[src/core/gh_pkg.sv]
package gh_pkg;
    // ------------------------------------------------------------
    // Bus shape
    // ------------------------------------------------------------
    localparam int NUM_DEV   = 4;
    localparam int ADDR_W    = 16;
    localparam int DATA_W    = 16;
    localparam int NUM_SEL   = 7;
    localparam int GROUP_SEL = 4;
    localparam int INT_W     = 8;
    localparam int POS_W     = 2;

    // ------------------------------------------------------------
    // Graphics device ports (register select values)
    // ------------------------------------------------------------
    localparam logic [1:0] PORT_INSTR  = 2'h0;
    localparam logic [1:0] PORT_IACK   = 2'h1;
    localparam logic [1:0] PORT_IEN    = 2'h2;
    localparam logic [1:0] PORT_STATUS = 2'h3;
    localparam int         OP_LSB      = 8;
    localparam logic [7:0] OP_SET_POS  = 8'h5a;
    localparam logic [INT_W-1:0] IEN_RST = 8'h00;

    // ------------------------------------------------------------
    // Host address decode
    // ------------------------------------------------------------
    localparam int         REG_SEL_LSB  = 1;
    localparam int         REGION_LSB   = 7;
    localparam int         BASE_LSB     = 10;
    localparam logic [5:0] UPPER_BLOCK  = 6'h3f;
    localparam logic [1:0] UPPER_WAITS  = 2'h3;

    // ------------------------------------------------------------
    // Host software registers
    // ------------------------------------------------------------
    localparam logic [7:0] OFF_BASE_CFG = 8'h00;
    localparam logic [7:0] OFF_MID_CFG  = 8'h04;
    localparam logic [7:0] OFF_ACC_ADDR = 8'h08;
    localparam logic [7:0] OFF_ACC_DATA = 8'h0c;
    localparam logic [7:0] OFF_ACC_CTRL = 8'h10;
    localparam logic [7:0] OFF_STATUS   = 8'h14;

    localparam int RDY_WAIT_LSB = 0;
    localparam int RDY_IGN_BIT  = 2;
    localparam int MID_IO_BIT   = 7;
    localparam logic [DATA_W-1:0] CFG_RST = 16'h0003;

    localparam int CTRL_START_BIT = 0;
    localparam int CTRL_READ_BIT  = 1;
    localparam int CTRL_IO_BIT    = 2;

    localparam int ST_BUSY_BIT  = 0;
    localparam int ST_CFGOK_BIT = 1;
    localparam int ST_UPPER_BIT = 2;
    localparam int ST_NOSEL_BIT = 3;
    localparam int ST_IRQ_LSB   = 4;
endpackage : gh_pkg

[src/core/gh_if.sv]
`timescale 1ns/100ps
interface gh_if;
    import gh_pkg::*;
    logic [NUM_DEV-1:0] csN;
    logic [1:0]         regSel;
    logic               wrN;
    logic               rdN;
    logic               upperSelN;
    logic [DATA_W-1:0]  wdata;
    logic [DATA_W-1:0]  rdata [NUM_DEV];
    logic [NUM_DEV-1:0] irqN;
    logic [NUM_DEV-1:0] devRdy;

    modport host (
        output csN,
        output regSel,
        output wrN,
        output rdN,
        output upperSelN,
        output wdata,
        input  rdata,
        input  irqN,
        input  devRdy
    );

    modport dev (
        input  csN,
        input  regSel,
        input  wrN,
        input  rdN,
        input  wdata,
        output rdata,
        output irqN,
        output devRdy
    );
endinterface : gh_if

[src/core/gh_host.sv]
`timescale 1ns/100ps
module gh_host
    import gh_pkg::*;
(
    input  wire logic               clk,
    input  wire logic               rst,
    gh_if.host                      bus,
    input  wire logic [7:0]         swAddr,
    input  wire logic [DATA_W-1:0]  swWdata,
    input  wire logic               swWr,
    input  wire logic               swRd,
    output logic [DATA_W-1:0]       swRdata
);
    typedef enum {H_IDLE, H_SETUP, H_WAIT, H_STROBE, H_CAPTURE} gh_state_e;

    gh_state_e           state_q;
    logic [DATA_W-1:0]   baseCfg_q;
    logic [DATA_W-1:0]   midCfg_q;
    logic                baseSeen_q;
    logic                midSeen_q;
    logic [ADDR_W-1:0]   accAddr_q;
    logic [DATA_W-1:0]   accData_q;
    logic                accRead_q;
    logic                accIo_q;
    logic [7:0]          hit_q;
    logic [1:0]          waitCnt_q;
    logic                ignRdy_q;
    logic                forceRdy_q;
    logic                upperLast_q;
    logic                noSelLast_q;
    logic [NUM_DEV-1:0]  csN_q;
    logic [1:0]          regSel_q;
    logic                wrN_q;
    logic                rdN_q;
    logic                upperN_q;
    logic [DATA_W-1:0]   wdata_q;
    logic [DATA_W-1:0]   swRdata_q;
    logic [7:0]          hitNow;
    logic                cfgOk;
    logic                extRdy;
    logic [DATA_W-1:0]   rdMux;

    // ------------------------------------------------------------
    // Address decode
    // ------------------------------------------------------------
    function automatic logic [7:0] decodeHit(
        input logic [ADDR_W-1:0] addr,
        input logic              io,
        input logic [DATA_W-1:0] baseCfg,
        input logic [DATA_W-1:0] midCfg,
        input logic              ok
    );
        logic [7:0] hit;
        logic [2:0] region;
        hit    = '0;
        region = addr[REGION_LSB+2:REGION_LSB];
        if (!io && addr[ADDR_W-1:BASE_LSB] == UPPER_BLOCK) begin
            hit[7] = 1'b1;
        end else if (ok && io == midCfg[MID_IO_BIT]
                     && addr[ADDR_W-1:BASE_LSB] == baseCfg[ADDR_W-1:BASE_LSB]
                     && region != 3'h7) begin
            hit[region] = 1'b1;
        end
        return hit;
    endfunction : decodeHit

    assign cfgOk  = baseSeen_q & midSeen_q;
    assign hitNow = decodeHit(accAddr_q, accIo_q, baseCfg_q, midCfg_q, cfgOk);
    assign extRdy = (&bus.devRdy) | forceRdy_q;

    // ------------------------------------------------------------
    // Select configuration registers
    // ------------------------------------------------------------
    always_ff @(posedge clk or posedge rst) begin
        if (rst) begin
            baseCfg_q <= CFG_RST;
            midCfg_q  <= CFG_RST;
        end else if (swWr && swAddr == OFF_BASE_CFG) begin
            baseCfg_q <= swWdata;
        end else if (swWr && swAddr == OFF_MID_CFG) begin
            midCfg_q <= swWdata;
        end
    end

    always_ff @(posedge clk or posedge rst) begin
        if (rst) begin
            baseSeen_q <= 1'b0;
            midSeen_q  <= 1'b0;
        end else begin
            if ((swWr || swRd) && swAddr == OFF_BASE_CFG) begin
                baseSeen_q <= 1'b1;
            end
            if ((swWr || swRd) && swAddr == OFF_MID_CFG) begin
                midSeen_q <= 1'b1;
            end
        end
    end

    always_ff @(posedge clk or posedge rst) begin
        if (rst) begin
            forceRdy_q <= 1'b1;
        end else begin
            forceRdy_q <= ~(baseCfg_q[RDY_IGN_BIT] & midCfg_q[RDY_IGN_BIT]);
        end
    end

    // ------------------------------------------------------------
    // Access request registers
    // ------------------------------------------------------------
    always_ff @(posedge clk or posedge rst) begin
        if (rst) begin
            accAddr_q <= '0;
            accData_q <= '0;
        end else begin
            if (swWr && swAddr == OFF_ACC_ADDR) begin
                accAddr_q <= swWdata[ADDR_W-1:0];
            end
            if (swWr && swAddr == OFF_ACC_DATA) begin
                accData_q <= swWdata;
            end else if (state_q == H_CAPTURE) begin
                accData_q <= bus.rdata[0] & {DATA_W{~csN_q[0]}}
                           | bus.rdata[1] & {DATA_W{~csN_q[1]}}
                           | bus.rdata[2] & {DATA_W{~csN_q[2]}}
                           | bus.rdata[3] & {DATA_W{~csN_q[3]}};
            end
        end
    end

    // ------------------------------------------------------------
    // Access sequencer
    // ------------------------------------------------------------
    always_ff @(posedge clk or posedge rst) begin
        if (rst) begin
            state_q     <= H_IDLE;
            accRead_q   <= 1'b0;
            accIo_q     <= 1'b0;
            hit_q       <= '0;
            waitCnt_q   <= '0;
            ignRdy_q    <= 1'b0;
            upperLast_q <= 1'b0;
            noSelLast_q <= 1'b0;
        end else begin
            case (state_q)
                H_IDLE: begin
                    if (swWr && swAddr == OFF_ACC_CTRL && swWdata[CTRL_START_BIT]) begin
                        accRead_q <= swWdata[CTRL_READ_BIT];
                        accIo_q   <= swWdata[CTRL_IO_BIT];
                        state_q   <= H_SETUP;
                    end
                end
                H_SETUP: begin
                    hit_q       <= hitNow;
                    upperLast_q <= hitNow[7];
                    noSelLast_q <= ~|hitNow;
                    if (hitNow[7]) begin
                        waitCnt_q <= UPPER_WAITS;
                        ignRdy_q  <= 1'b0;
                    end else if (|hitNow[3:0]) begin
                        waitCnt_q <= baseCfg_q[RDY_WAIT_LSB+1:RDY_WAIT_LSB];
                        ignRdy_q  <= baseCfg_q[RDY_IGN_BIT];
                    end else begin
                        waitCnt_q <= midCfg_q[RDY_WAIT_LSB+1:RDY_WAIT_LSB];
                        ignRdy_q  <= midCfg_q[RDY_IGN_BIT];
                    end
                    state_q <= (|hitNow) ? H_WAIT : H_IDLE;
                end
                H_WAIT: begin
                    if (waitCnt_q != 2'h0) begin
                        waitCnt_q <= waitCnt_q - 2'h1;
                    end else if (ignRdy_q || extRdy) begin
                        state_q <= H_STROBE;
                    end
                end
                H_STROBE: begin
                    state_q <= accRead_q ? H_CAPTURE : H_IDLE;
                end
                H_CAPTURE: begin
                    state_q <= H_IDLE;
                end
                default: begin
                    state_q <= H_IDLE;
                end
            endcase
        end
    end

    // ------------------------------------------------------------
    // Bus pins
    // ------------------------------------------------------------
    always_ff @(posedge clk or posedge rst) begin
        if (rst) begin
            csN_q    <= '1;
            upperN_q <= 1'b1;
            regSel_q <= '0;
            wdata_q  <= '0;
        end else if (state_q == H_WAIT || state_q == H_STROBE) begin
            csN_q    <= ~(hit_q[NUM_DEV-1:0] | {NUM_DEV{hit_q[GROUP_SEL]}});
            upperN_q <= ~hit_q[7];
            regSel_q <= accAddr_q[REG_SEL_LSB+1:REG_SEL_LSB];
            wdata_q  <= accData_q;
        end else if (state_q != H_CAPTURE) begin
            csN_q    <= '1;
            upperN_q <= 1'b1;
        end
    end

    always_ff @(posedge clk or posedge rst) begin
        if (rst) begin
            wrN_q <= 1'b1;
            rdN_q <= 1'b1;
        end else begin
            wrN_q <= ~(state_q == H_WAIT && waitCnt_q == 2'h0
                       && (ignRdy_q || extRdy) && !accRead_q);
            rdN_q <= ~(state_q == H_WAIT && waitCnt_q == 2'h0
                       && (ignRdy_q || extRdy) && accRead_q);
        end
    end

    // ------------------------------------------------------------
    // Software read port
    // ------------------------------------------------------------
    always_comb begin
        case (swAddr)
            OFF_BASE_CFG: rdMux = baseCfg_q;
            OFF_MID_CFG:  rdMux = midCfg_q;
            OFF_ACC_ADDR: rdMux = accAddr_q;
            OFF_ACC_DATA: rdMux = accData_q;
            OFF_STATUS: begin
                rdMux = '0;
                rdMux[ST_BUSY_BIT]  = (state_q != H_IDLE);
                rdMux[ST_CFGOK_BIT] = cfgOk;
                rdMux[ST_UPPER_BIT] = upperLast_q;
                rdMux[ST_NOSEL_BIT] = noSelLast_q;
                rdMux[ST_IRQ_LSB+NUM_DEV-1:ST_IRQ_LSB] = ~bus.irqN;
            end
            default:      rdMux = '0;
        endcase
    end

    always_ff @(posedge clk or posedge rst) begin
        if (rst) begin
            swRdata_q <= '0;
        end else if (swRd) begin
            swRdata_q <= rdMux;
        end
    end

    assign bus.csN       = csN_q;
    assign bus.upperSelN = upperN_q;
    assign bus.regSel    = regSel_q;
    assign bus.wrN       = wrN_q;
    assign bus.rdN       = rdN_q;
    assign bus.wdata     = wdata_q;
    assign swRdata       = swRdata_q;
endmodule : gh_host

[src/flat_wrapper.sv]
// flat-port wrapper written by rule: the top's interface ports become plain ports
module gh_host_flat import gh_pkg::*;
  (clk, rst, swAddr, swWdata, swWr, swRd, swRdata, bus_csN, bus_regSel, bus_wrN, bus_rdN, bus_upperSelN, bus_wdata, bus_rdata, bus_irqN, bus_devRdy);
  gh_if bus_i ();
  input  wire logic clk;
  input  wire logic rst;
  input  wire logic [7:0] swAddr;
  input  wire logic [DATA_W-1:0] swWdata;
  input  wire logic swWr;
  input  wire logic swRd;
  output logic [DATA_W-1:0] swRdata;
  output wire logic [$bits(bus_i.csN)-1:0] bus_csN;
  output wire logic [$bits(bus_i.regSel)-1:0] bus_regSel;
  output wire logic [$bits(bus_i.wrN)-1:0] bus_wrN;
  output wire logic [$bits(bus_i.rdN)-1:0] bus_rdN;
  output wire logic [$bits(bus_i.upperSelN)-1:0] bus_upperSelN;
  output wire logic [$bits(bus_i.wdata)-1:0] bus_wdata;
  input wire logic [$bits(bus_i.rdata)-1:0] bus_rdata;
  input wire logic [$bits(bus_i.irqN)-1:0] bus_irqN;
  input wire logic [$bits(bus_i.devRdy)-1:0] bus_devRdy;
  assign bus_csN = bus_i.csN;
  assign bus_regSel = bus_i.regSel;
  assign bus_wrN = bus_i.wrN;
  assign bus_rdN = bus_i.rdN;
  assign bus_upperSelN = bus_i.upperSelN;
  assign bus_wdata = bus_i.wdata;
  assign bus_i.rdata = {>>{bus_rdata}};
  assign bus_i.irqN = bus_irqN;
  assign bus_i.devRdy = bus_devRdy;
  gh_host u_core (.clk(clk), .rst(rst), .bus(bus_i), .swAddr(swAddr), .swWdata(swWdata), .swWr(swWr), .swRd(swRd), .swRdata(swRdata));
endmodule
[config.mk]
export PLATFORM = sky130hd
export DESIGN_NAME = gh_host_flat
export DESIGN_NICKNAME = d
export VERILOG_FILES = /design/src/core/gh_pkg.sv /design/src/core/gh_if.sv /design/src/core/gh_host.sv /design/src/flat_wrapper.sv
export SDC_FILE = /design/constraint.sdc
export NUM_CORES = 1
export LEC_CHECK = 0
export BUFFER_PORTS_ARGS = -buffer_cell sky130_fd_sc_hd__buf_2
export CAP_MARGIN = 5
export CORE_UTILIZATION = 45
export CTS_CLUSTER_SIZE = 30
export DETAILED_ROUTE_END_ITERATION = 6
export GPL_TIMING_DRIVEN = 0
export PLACE_DENSITY = 0.78
export SLEW_MARGIN = 10
export SYNTH_ARGS = -nofsm -noshare
export SYNTH_HDL_FRONTEND = slang
export SYNTH_SLANG_ARGS = --single-unit
[constraint.sdc]
create_clock -name clk -period 7 [get_ports clk]
set_input_delay 0.7 -clock clk [delete_from_list [all_inputs] [get_ports clk]]
set_output_delay 0.7 -clock clk [all_outputs]
set_load 0.1 [all_outputs]
==> metrics.txt, run 1 <==
Finished Layout Cells 832; outcome completed; # setup viols final 0; initial antenna violation count 1; Comb power frac 8.8%; CTS hold repair buffers 0; Routed WL per cell 20.2 um; clk sinks 123; post-CTS setup buffer count 0; Die Y ~120 um; CTS buffer count 17; Leak Pwr 3.52 nW; Syn Nets 590; port bufs about 140; RSZ-0062 raised after global routing false; Slew @ Worst Pin 1090 ps; Syn Std Cell Area 0.00599 mm2; Avg Cell Area, Syn 12.3 um2; Post-synth EDFFs 0; placed insts 801; cell area after layout 0.00757 mm2; Ys Warns 0; die width 117 um; final worst path period need approximately 2400 ps; vias in the first global route 5083; critical path class flop to flop; Post-DRT Antenna Nets 0; fin nets 749; number of I/O pins 141; CP Max Fanout 7; Primary FF master, synth dfrtp_1; Seq cells post-synth 123; CP endpoint kind flop; CTS tree yes; max_cap viols 0; Setup Skew 5.21 ps; Final Cycle Share 34.3%; worst skew pair latency about 420 ps; largest net degree at the start of global routing 75; vias per cell 5.89; sequential share of power 40.6%; most common cell after layout, fill and taps aside buf_2; root buffer cell clkbuf_16; Resized cells post-CTS 0; HP Class input port to async pin; Switching Share 22.6%; Clk pwr share around half; initial DRC count a little over 400; placed cell areas 0.00693 mm2; total die area between 0.01 and 0.015 mm2; layout cell share with drive strength beyond 1 roughly 46%; fin. max-slew vios 0; routed vias 4899; Worst EP required about 7300 ps; core region area ~0.013 mm2; Internal Pwr Total around 0.0014 W; DRC errors left 0; Routability Congestion roughly 0.90; first-pass GRT wire length 26900 um; Psw ~0.00042 W; global route overflow 0; pwr dens between 200 and 250 mW/mm2; Tot Pwr ~0.0019 W; clk buf depth 2; Row Count 41; drt total wl 16800 um; gr usage total 25.4%; most frequent cells in the layout buf_2 (144), dfrtp_1 (111), mux2_2 (83); CTS H-tree lvls 4; DP HPWL 12000 um; Worst-path clk slew ~50 ps; sequential fraction of the synthesis area 51.6%; Max Fclk 416 MHz; Final TNS setup 0 ps; worst slew margin relative to its limit 27.0%; crit start category flop; initial core utilization a little under half; Antenna Cells 0; Worst VDD drop around 150 uV; cells after synthesis 489; final hold vios 0; WP data arrival 2690 ps; DR pass1 iterations 6; area delta synth->final 26.4%; post-synthesis async set-or-reset flop share 100%; Distinct cells, synth 53
==> cells by family after synthesis <==
kind of cell	after synthesis	synth area share [%]
adders and majority gates	1	0.209
buffers and inverters	52	3.99
xor gates and xnor gates	7	1.02
DFF	123	51.6
and+or+nand+nor	106	9.88
muxes	100	21.9
AOI/OAI and AO/OA	100	11.4
==> routing by layer <==
layer  GRT usage (%)  wire (um)
met5               0          9
met4            10.3        472
met3            7.59       1210
met2            41.8       8290
met1            31.3       6820
==> Yosys cell counts (4+ instances only) <==
| cell | instances | area [um2] |
|---|---|---|
| a21oi_1 | 16 | 80.1 |
| a22oi_1 | 34 | 255 |
| a2bb2oi_1 | 7 | 61.3 |
| a31oi_1 | 17 | 106 |
| buf_2 | 5 | 25.0 |
| buf_6 | 4 | 45.0 |
| clkbuf_1 | 16 | 60.1 |
| clkinv_1 | 4 | 15.0 |
| dfrtp_1 | 111 | 2780 |
| dfstp_2 | 12 | 315 |
| inv_1 | 19 | 71.3 |
| mux2_2 | 83 | 935 |
| mux4_2 | 16 | 360 |
| nand2_1 | 17 | 63.8 |
| nand2b_1 | 4 | 25.0 |
| nand3_1 | 10 | 50.1 |
| nand4_1 | 6 | 37.5 |
| nor2_1 | 39 | 146 |
| o21ai_0 | 10 | 50.1 |
| xor2_1 | 7 | 61.3 |
==> flip-flops by register name, indices dropped and copies added (netlist names), 2 cells and up <==
register / count
u_core.accAddr_q: 16
u_core.accData_q: 16
u_core.baseCfg_q: 16
u_core.bus.wdata: 16
u_core.midCfg_q: 16
u_core.swRdata: 16
u_core.hit_q: 5
u_core.bus.csN: 4
u_core.state_q: 3
u_core.bus.regSel: 2
u_core.waitCnt_q: 2
==> critical path, cell delays in order, from the launching register on <==
cell	delay, ps
dfrtp_1	400
xor2_1	190
nor4_1	930
nand3_1	370
o41ai_1	380
==> power groups by stage <==
stage	logic (W)	clock network (W)	registers [W]
global route	0.000176	0.000980	0.000758
finish	0.000164	0.000941	0.000756
detailed placement	0.000162	0	0.000767
global placement	0.000155	0	0.000765
CTS	0.000164	0.000946	0.000755
floorplan	0.0000725	0	0.000789
==> stage by stage <==
| stage | util [%] | setup slack [ps] | hold slack [ps] |
|---|---|---|---|
| final | 59.0 | 4600 | 319 |
| after global routing | 59.0 | 4360 | 352 |
| after CTS | 59.0 | 4660 | 326 |
| after detailed placement | 54.1 | 4350 | 443 |
| after global placement | 53.8 | 1900 | 425 |
| after floorplan | - | 3050 | 396 |
==> final timing paths <==
| path | start | to | slack, ps | cells past startpoint |
|---|---|---|---|---|
| worst max-delay path | u_core.baseCfg_q[14] | u_core.hit_q[3] | 4600 | 4 |
| worst min-delay path | rst | u_core.bus.regSel[0] | 320 | 2 |
| worst max register to register | u_core.baseCfg_q[14] | u_core.hit_q[3] | 4600 | 4 |
| worst min register to register | u_core.accRead_q | u_core.bus.rdN | 450 | 1 |
| max in group asynchronous | rst | u_core.midCfg_q[0] | 5940 | 3 |
| min in group clk | u_core.accRead_q | u_core.bus.rdN | 450 | 1 |
==> layout make-up <==
class / count / area, um2
Timing Repair Buffer: 140 / 723
Inverter: 23 / 91.3
Tap cell: 172 / 215
Fill cell: 1020 / 5250
Sequential cell: 123 / 3090
Buffer: 29 / 153
Clock buffer: 24 / 502
Multi-Input combinational cell: 314 / 2660
Clock inverter: 7 / 135
Power figures use the tool's default switching activity.
==> run 2, diff against run 1 <==
--- a/config.mk
+++ b/config.mk
@@ -5,13 +5,14 @@
 export SDC_FILE = /design/constraint.sdc
 export NUM_CORES = 1
 export LEC_CHECK = 0
+export ABC_AREA = 1
 export BUFFER_PORTS_ARGS = -buffer_cell sky130_fd_sc_hd__buf_2
 export CAP_MARGIN = 5
 export CORE_UTILIZATION = 45
 export CTS_CLUSTER_SIZE = 30
 export DETAILED_ROUTE_END_ITERATION = 6
 export GPL_TIMING_DRIVEN = 0
-export PLACE_DENSITY = 0.78
+export PLACE_DENSITY = 0.77
 export SLEW_MARGIN = 10
 export SYNTH_ARGS = -nofsm -noshare
 export SYNTH_HDL_FRONTEND = slang
==> constraint.sdc (replaced) <==
create_clock -name clk -period 2.4 [get_ports clk]
set_input_delay 0.24 -clock clk [delete_from_list [all_inputs] [get_ports clk]]
set_output_delay 0.24 -clock clk [all_outputs]
set_load 0.1 [all_outputs]
==> run 2 against run 1 <==
  * First-iteration DRC count shrank 14%
  * Worst setup slack lost 3900 ps
  * Total power grew to 2.8 times the previous value
==> metrics.txt, run 2 <==
outcome completed (unchanged); Slowest-stage cell, CP nor3_4 (was nor4_1); Final Cycle Share 71.6% (was 34.3%); total die area 0.0147 mm2 (was 0.0138 mm2); Cell Chain, Critical Path nor3_4 > nor2_4 > buf_6 > nand2_1 > o211ai_2 (was xor2_1 > nor4_1 > nand3_1 > o41ai_1); initial antenna violation count 1 (unchanged); fin. max-slew vios 0 (unchanged); CTS buffer count 17 (unchanged); post-CTS setup buffer count 0 (unchanged); Leak Pwr 4.23 nW (was 3.52 nW); Switching Share 26.2% (was 22.6%); layout cell share with drive strength beyond 1 28.6% (was 46.4%); Internal Pwr Total 0.00388 W (was 0.00144 W); Setup Skew 5.68 ps (was 5.21 ps); crit path from u_core.state_q[0] (was u_core.baseCfg_q[14]); final worst path period need 1720 ps (was 2400 ps); Worst-path clk slew 60 ps (was 50 ps); core region area 0.0139 mm2 (was 0.0128 mm2); WP depth 5 (was 4); Syn Std Cell Area 0.00641 mm2 (was 0.00599 mm2); dominant delay contributor by cell family on the critical path simple AND/OR/NAND/NOR gates (unchanged); clk buf depth 2 (unchanged); fin worst setup slack 682 ps (was 4600 ps); Final TNS setup 0 ps (unchanged); Row Count 43 (was 41); initial core utilization 46.2% (was 46.7%); reg-to-reg endpoint u_core.accData_q[4] (was u_core.hit_q[3]); DP HPWL 13400 um (was 12000 um); most frequent cells after synthesis nand2_1 (262), inv_1 (125), dfrtp_1 (111) (was dfrtp_1 (111), mux2_2 (83), nor2_1 (39)); Routed WL per cell 15.5 um (was 20.2 um); top-count cell post-synth nand2_1 (was dfrtp_1); vias in the first global route 5660 (was 5083); Avg Cell Area, Syn 8.04 um2 (was 12.3 um2); critical path class flop to flop (unchanged); port bufs 139 (unchanged); vias per cell 5.17 (was 5.89); worst slew margin relative to its limit 51.0% (was 27.0%); area delta synth->final 24.7% (was 26.4%); fin nets 1060 (was 749); post-synthesis async set-or-reset flop share 100% (unchanged); DR pass1 iterations 5 (was 6); number of I/O pins 141 (unchanged); synth top area cells dfrtp_1 (43%), nand2_1 (15%), inv_1 (7.3%) (was dfrtp_1 (46%), mux2_2 (16%), mux4_2 (6.0%)); global route overflow 0 (unchanged); root buffer cell clkbuf_16 (unchanged); CP bufs+invs 1 (was 0); top cell type by total area after synthesis dfrtp_1 (unchanged); CP endpoint u_core.accData_q[4] (was u_core.hit_q[3]); slowest cell delay on critical path 620 ps (was 930 ps); most frequent cells in the layout nand2_1 (262), buf_2 (154), inv_1 (124) (was buf_2 (144), dfrtp_1 (111), mux2_2 (83)); Psw 0.00138 W (was 0.000420 W); Comb power frac 9.8% (was 8.8%); cells after synthesis 797 (was 489); # setup viols final 0 (unchanged); Routability Congestion 0.857 (was 0.896); Antenna Cells 0 (unchanged); Seq cells post-synth 123 (unchanged); gr usage total 25.7% (was 25.4%); flop2flop setup slack 680 ps (was 4600 ps); HP Class input port to flop (was input port to async pin); CP Max Fanout 10 (was 7); CP endpoint kind flop (unchanged); Synth top area share 43.4% (was 46.4%); routed vias 5953 (was 4899); DRC errors left 0 (unchanged); RSZ-0062 raised after global routing false (unchanged); FF-to-FF path depth 5 (was 4); placed insts 1119 (was 801); CTS tree yes (unchanged); Syn Nets 898 (was 590); crit start category flop (unchanged); first-pass GRT wire length 28700 um (was 26900 um); Distinct cells, synth 35 (was 53); final hold vios 0 (unchanged); pwr dens 658 mW/mm2 (was 246 mW/mm2); Place WS 711 ps (was 4350 ps); fillers 1250 (was 1020); register area 0.00309 mm2 (unchanged); area of the multi-input gates 0.00259 mm2 (was 0.00266 mm2); clk sinks 123 (unchanged); die width 121 um (was 117 um); max_cap viols 0 (unchanged); Max Fclk 582 MHz (was 416 MHz); Die Y 121 um (was 117 um); launching point of the worst reg2reg path u_core.state_q[0] (was u_core.baseCfg_q[14]); initial DRC count 353 (was 410); largest net degree at the start of global routing 36 (was 75); Primary FF master, synth dfrtp_1 (unchanged); sequential fraction of the synthesis area 48.3% (was 51.6%); drt total wl 17900 um (was 16800 um); Finished Layout Cells 1152 (was 832); worst skew pair latency 420 ps (about the same); Post-synth EDFFs 0 (unchanged); most common cell after layout, fill and taps aside nand2_1 (was buf_2); Slew @ Worst Pin 734 ps (was 1090 ps); Clk pwr share 47.8% (was 50.6%); WP data arrival 2010 ps (was 2690 ps); CTS H-tree lvls 4 (unchanged); Worst VDD drop 508 uV (was 154 uV); Ys Warns 0 (unchanged); Post-DRT Antenna Nets 0 (unchanged); Worst EP required 2690 ps (was 7290 ps); sequential share of power 42.4% (was 40.6%)
==> run 2: changes by cell type after synthesis, moves of 9 or more <==
cell      change
a22oi_1      -28
a31oi_1      -17
buf_2        +10
clkbuf_1      -9
inv_1       +106
inv_2        +11
mux2_2       -83
mux4_2       -16
nand2_1     +245
o211ai_2     +30
o21ai_0      +27
o21ai_1      +34
o22ai_1      +29
==> run 2: worst min-delay path, stage by stage <==
cell and delay [ps]:
buf_2 70, inv_1 80, o21ai_1 130
==> run 2: area by class of cell <==
type	instances	area share, %
timing repair buffer	143	9.58
buffer	33	2.68
multi-input combinational	505	32.4
clock inverter	14	1.85
sequential	123	38.7
tap	180	2.82
inverter	136	6.44
clock buffer	18	5.50
==> run 2: worst min path at each step <==
stage / slack (ps) / cells after the start / endpoint / from
4_1_cts: 140 / 3 / u_core.accAddr_q[5] / swWdata[5]
6_report: 150 / 3 / u_core.accAddr_q[5] / swWdata[5]
3_5_place_dp: 390 / 2 / u_core.swRdata[11] / rst
5_1_grt: 180 / 3 / u_core.accData_q[15] / swWdata[15]
2_1_floorplan: 370 / 2 / u_core.baseSeen_q / swWr
3_3_place_gp: 420 / 1 / u_core.forceRdy_q / u_core.midCfg_q[2]
==> run 2: repair_timing <==
item | 4_1_cts | 5_1_grt
endpoints found under the hold margin | 29 | 0
gates resized for setup | 0 | 0
hold buffers | 1 | 0
==> run 2: layer usage <==
layer,wire (um),track usage (%),up-vias
met5,0,0,-
met4,352,9.18,0
met3,1370,5.97,33
met2,8350,40.8,258
met1,7820,34.3,2793
li1,-,-,2869
==> run 2: metrics by stage <==
step / hold WS, ps / instance area [um2] / total power, W / util, %
global placement: 422 / 7330 / 0.00274 / 52.8
detailed placement: 388 / 7390 / 0.00277 / 53.3
finish: 151 / 7990 / 0.00526 / 57.6
CTS: 143 / 7990 / 0.00526 / 57.6
floorplan: 371 / 6410 / 0.00257 / -
global route: 181 / 7990 / 0.00541 / 57.6
==> run 2: cells by family (layout without fill, tap and decap cells) <==
group                    after synthesis  in the layout  share of synthesized area, %
AO/OA/AOI/OAI                        161            161                          17.7
adder cells (fa/ha/maj)                1              1                         0.195
buffers and inverters                169            344                          11.3
flip-flops                           123            123                          48.3
AND/OR/NAND/NOR                      343            343                          22.5
==> run 2: power groups by stage <==
| stage | Sequential [W] | Combinational (W) | Clock, W |
|---|---|---|---|
| 2_1_floorplan | 0.00234 | 0.000233 | 0 |
| 3_3_place_gp | 0.00226 | 0.000488 | 0 |
| 3_5_place_dp | 0.00226 | 0.000511 | 0 |
| 4_1_cts | 0.00222 | 0.000517 | 0.00252 |
| 5_1_grt | 0.00223 | 0.000570 | 0.00261 |
| 6_report | 0.00223 | 0.000514 | 0.00251 |
==> run 3, diff against run 2 <==
==> constraint.sdc (replaced) <==
create_clock -name clk -period 1.6 [get_ports clk]
set_input_delay 0.16 -clock clk [delete_from_list [all_inputs] [get_ports clk]]
set_output_delay 0.16 -clock clk [all_outputs]
set_load 0.1 [all_outputs]
==> run 3 against run 2 <==
  * Count of clock-buffer cells in the layout rose by 1
  * Flip-flop and latch count did not move
  * Critical endpoint is now u_core.accData_q[0]
  * Sequential power rose by 50%
  * Worst setup slack got worse by 630 ps
  * Largest power group unchanged
==> metrics.txt, run 3 (same netlist as run 2, synthesis figures left out) <==
fin. max-slew vios 0 (unchanged); drt total wl 17900 um (about the same); dominant delay contributor by cell family on the critical path flip-flops (was simple AND/OR/NAND/NOR gates); Row Count 43 (unchanged); initial core utilization 46.2% (unchanged); launching point of the worst reg2reg path u_core.bus.csN[2] (was u_core.state_q[0]); Routability Congestion 0.864 (was 0.857); gr usage total 26.5% (was 25.7%); Cell Chain, Critical Path buf_6 > clkbuf_2 > o22ai_1 > o211ai_2 > o211ai_2 (was nor3_4 > nor2_4 > buf_6 > nand2_1 > o211ai_2); Antenna Cells 0 (unchanged); Leak Pwr 4.26 nW (was 4.23 nW); reg-to-reg endpoint u_core.accData_q[0] (was u_core.accData_q[4]); Slew @ Worst Pin 614 ps (was 734 ps); initial antenna violation count 0 (was 1); Final Cycle Share 96.5% (was 71.6%); most common cell after layout, fill and taps aside nand2_1 (unchanged); clk sinks 123 (unchanged); Comb power frac 9.8% (about the same); DRC errors left 0 (unchanged); die width 121 um (unchanged); crit start category flop (unchanged); critical path class flop to flop (unchanged); CTS tree yes (unchanged); Routed WL per cell 15.5 um (about the same); Internal Pwr Total 0.00583 W (was 0.00388 W); most frequent cells in the layout nand2_1 (261), buf_2 (145), inv_1 (124) (was nand2_1 (262), buf_2 (154), inv_1 (124)); vias per cell 5.14 (was 5.17); initial DRC count 510 (was 353); placed insts 1119 (unchanged); total die area 0.0147 mm2 (unchanged); layout cell share with drive strength beyond 1 29.6% (was 28.6%); Slowest-stage cell, CP dfstp_4 (was nor3_4); fin nets 1061 (was 1060); Tot Pwr 0.00787 W (was 0.00526 W); RSZ-0062 raised after global routing true (was false); clk buf depth 2 (unchanged); Max Fclk 648 MHz (was 582 MHz); Hold Slack 84.4 ps (was 151 ps); worst slew margin relative to its limit 59.0% (was 51.0%); CTS H-tree lvls 4 (unchanged); Finished Layout Cells 1153 (was 1152); FF-to-FF path depth 5 (unchanged); final hold vios 0 (unchanged); CP Max Fanout 10 (unchanged); global route overflow 0 (unchanged); root buffer cell clkbuf_16 (unchanged); Psw 0.00204 W (was 0.00138 W); CP endpoint kind flop (unchanged); Switching Share 26.0% (was 26.2%); core region area 0.0139 mm2 (unchanged); routed vias 5927 (was 5953); Post-DRT Antenna Nets 0 (unchanged); max_cap viols 0 (unchanged); fillers 1277 (was 1250); CP bufs+invs 2 (was 1); Die Y 121 um (unchanged); # setup viols final 0 (unchanged); Hold Path Cell Cnt 3 (unchanged); flop2flop setup slack 60 ps (was 680 ps); crit-path most repeated cell o211ai_2; CTS buffer count 17 (unchanged); Worst VDD drop 701 uV (was 508 uV); number of I/O pins 141 (unchanged); final worst path period need 1540 ps (was 1720 ps); area delta synth->final 26.3% (was 24.7%); HP Class input port to flop (unchanged); Worst-path clk slew 60 ps (about the same); CP endpoint u_core.accData_q[0] (was u_core.accData_q[4]); Worst EP required 1890 ps (was 2690 ps); WP data arrival 1840 ps (was 2010 ps); Setup Skew 5.65 ps (was 5.68 ps); sequential share of power 42.4% (about the same); DR pass1 iterations 5 (unchanged); slowest cell delay on critical path 620 ps (about the same); Core Util, Final 58.3% (was 57.6%); worst skew pair latency 410 ps (was 420 ps); Clk pwr share 47.8% (about the same); DP HPWL 13400 um (about the same); WP depth 5 (unchanged); vias in the first global route 5811 (was 5660); first-pass GRT wire length 29500 um (was 28700 um); crit path from u_core.bus.csN[2] (was u_core.state_q[0]); outcome completed (unchanged); port bufs 139 (unchanged); largest net degree at the start of global routing 37 (was 36); pwr dens 972 mW/mm2 (was 658 mW/mm2)
==> run 3: cell count changes in the layout (fill, tap and decap cells not counted), moves of 2 or more <==
| cell | previous run | this run |
|---|---|---|
| clkbuf_1 | 7 | 3 |
| clkinv_2 | 3 | 1 |
| buf_4 | 3 | 9 |
| dfstp_4 | 0 | 4 |
| dfrtp_1 | 111 | 109 |
| clkbuf_2 | 0 | 4 |
| dfstp_2 | 12 | 8 |
| buf_2 | 154 | 145 |
| dfrtp_2 | 0 | 2 |
| buf_6 | 8 | 12 |
==> run 3: worst min-delay path by stage <==
| stage | startpoint | to | slack, ps |
|---|---|---|---|
| after CTS | swWdata[3] | u_core.accAddr_q[3] | 80 |
| after global routing | swWdata[13] | u_core.accAddr_q[13] | 100 |
| after global placement | u_core.accRead_q | u_core.bus.rdN | 410 |
| after floorplan | swWr | u_core.baseSeen_q | 290 |
| after detailed placement | rst | u_core.accRead_q | 280 |
| final | swWdata[3] | u_core.accAddr_q[3] | 80 |
==> run 3: cell type report <==
type | count | area (um2) | share of cell area (%)
plain buffers | 32 | 243 | 3.00
clock buffers | 19 | 443 | 5.47
clock inverters | 13 | 145 | 1.79
inverters | 136 | 514 | 6.36
multi-input cells | 505 | 2610 | 32.2
flip-flops and latches | 123 | 3110 | 38.4
well taps | 180 | 225 | 2.78
repair buffers | 145 | 803 | 9.93
==> run 3: worst register-to-register path: stages, from the launching register on <==
cell,delay (ps)
dfstp_4,620
buf_6,120
clkbuf_2,230
o22ai_1,160
o211ai_2,190
o211ai_2,100
==> run 3: layer usage <==
metal	GRT usage [%]	up-vias	part of all wire, %
met5	0	-	0
met4	8.72	0	1.6
met3	6.53	29	9.1
met2	41.7	272	47
met1	35.5	2752	43
li1	-	2874	-
==> run 3: repair_timing <==
action / CTS / global route
endpoints found under the hold margin: 23 / 0
pin swaps: 1 / 1
endpoints found under the setup margin: 18 / 25
hold buffers: 1 / 0
buffers inserted: 2 / 0
resized for setup: 4 / 10
==> run 3: metrics by stage <==
stage / TNS (ps) / setup WS, ps / area, um2
CTS: 0 / 34.1 / 8070
global placement: -99090 / -861 / 7380
floorplan: -6830 / -61.5 / 6460
detailed placement: -566 / -53.1 / 7440
global route: -51.6 / -29.0 / 8090
finish: 0 / 56.0 / 8090
==> run 3: power groups by stage <==
stage	combinational, W	sequential (W)	clock, W
2_1_floorplan	0.000349	0.00351	0
3_3_place_gp	0.000731	0.00338	0
3_5_place_dp	0.000763	0.00338	0
4_1_cts	0.000770	0.00333	0.00379
5_1_grt	0.000859	0.00335	0.00391
6_report	0.000769	0.00334	0.00376
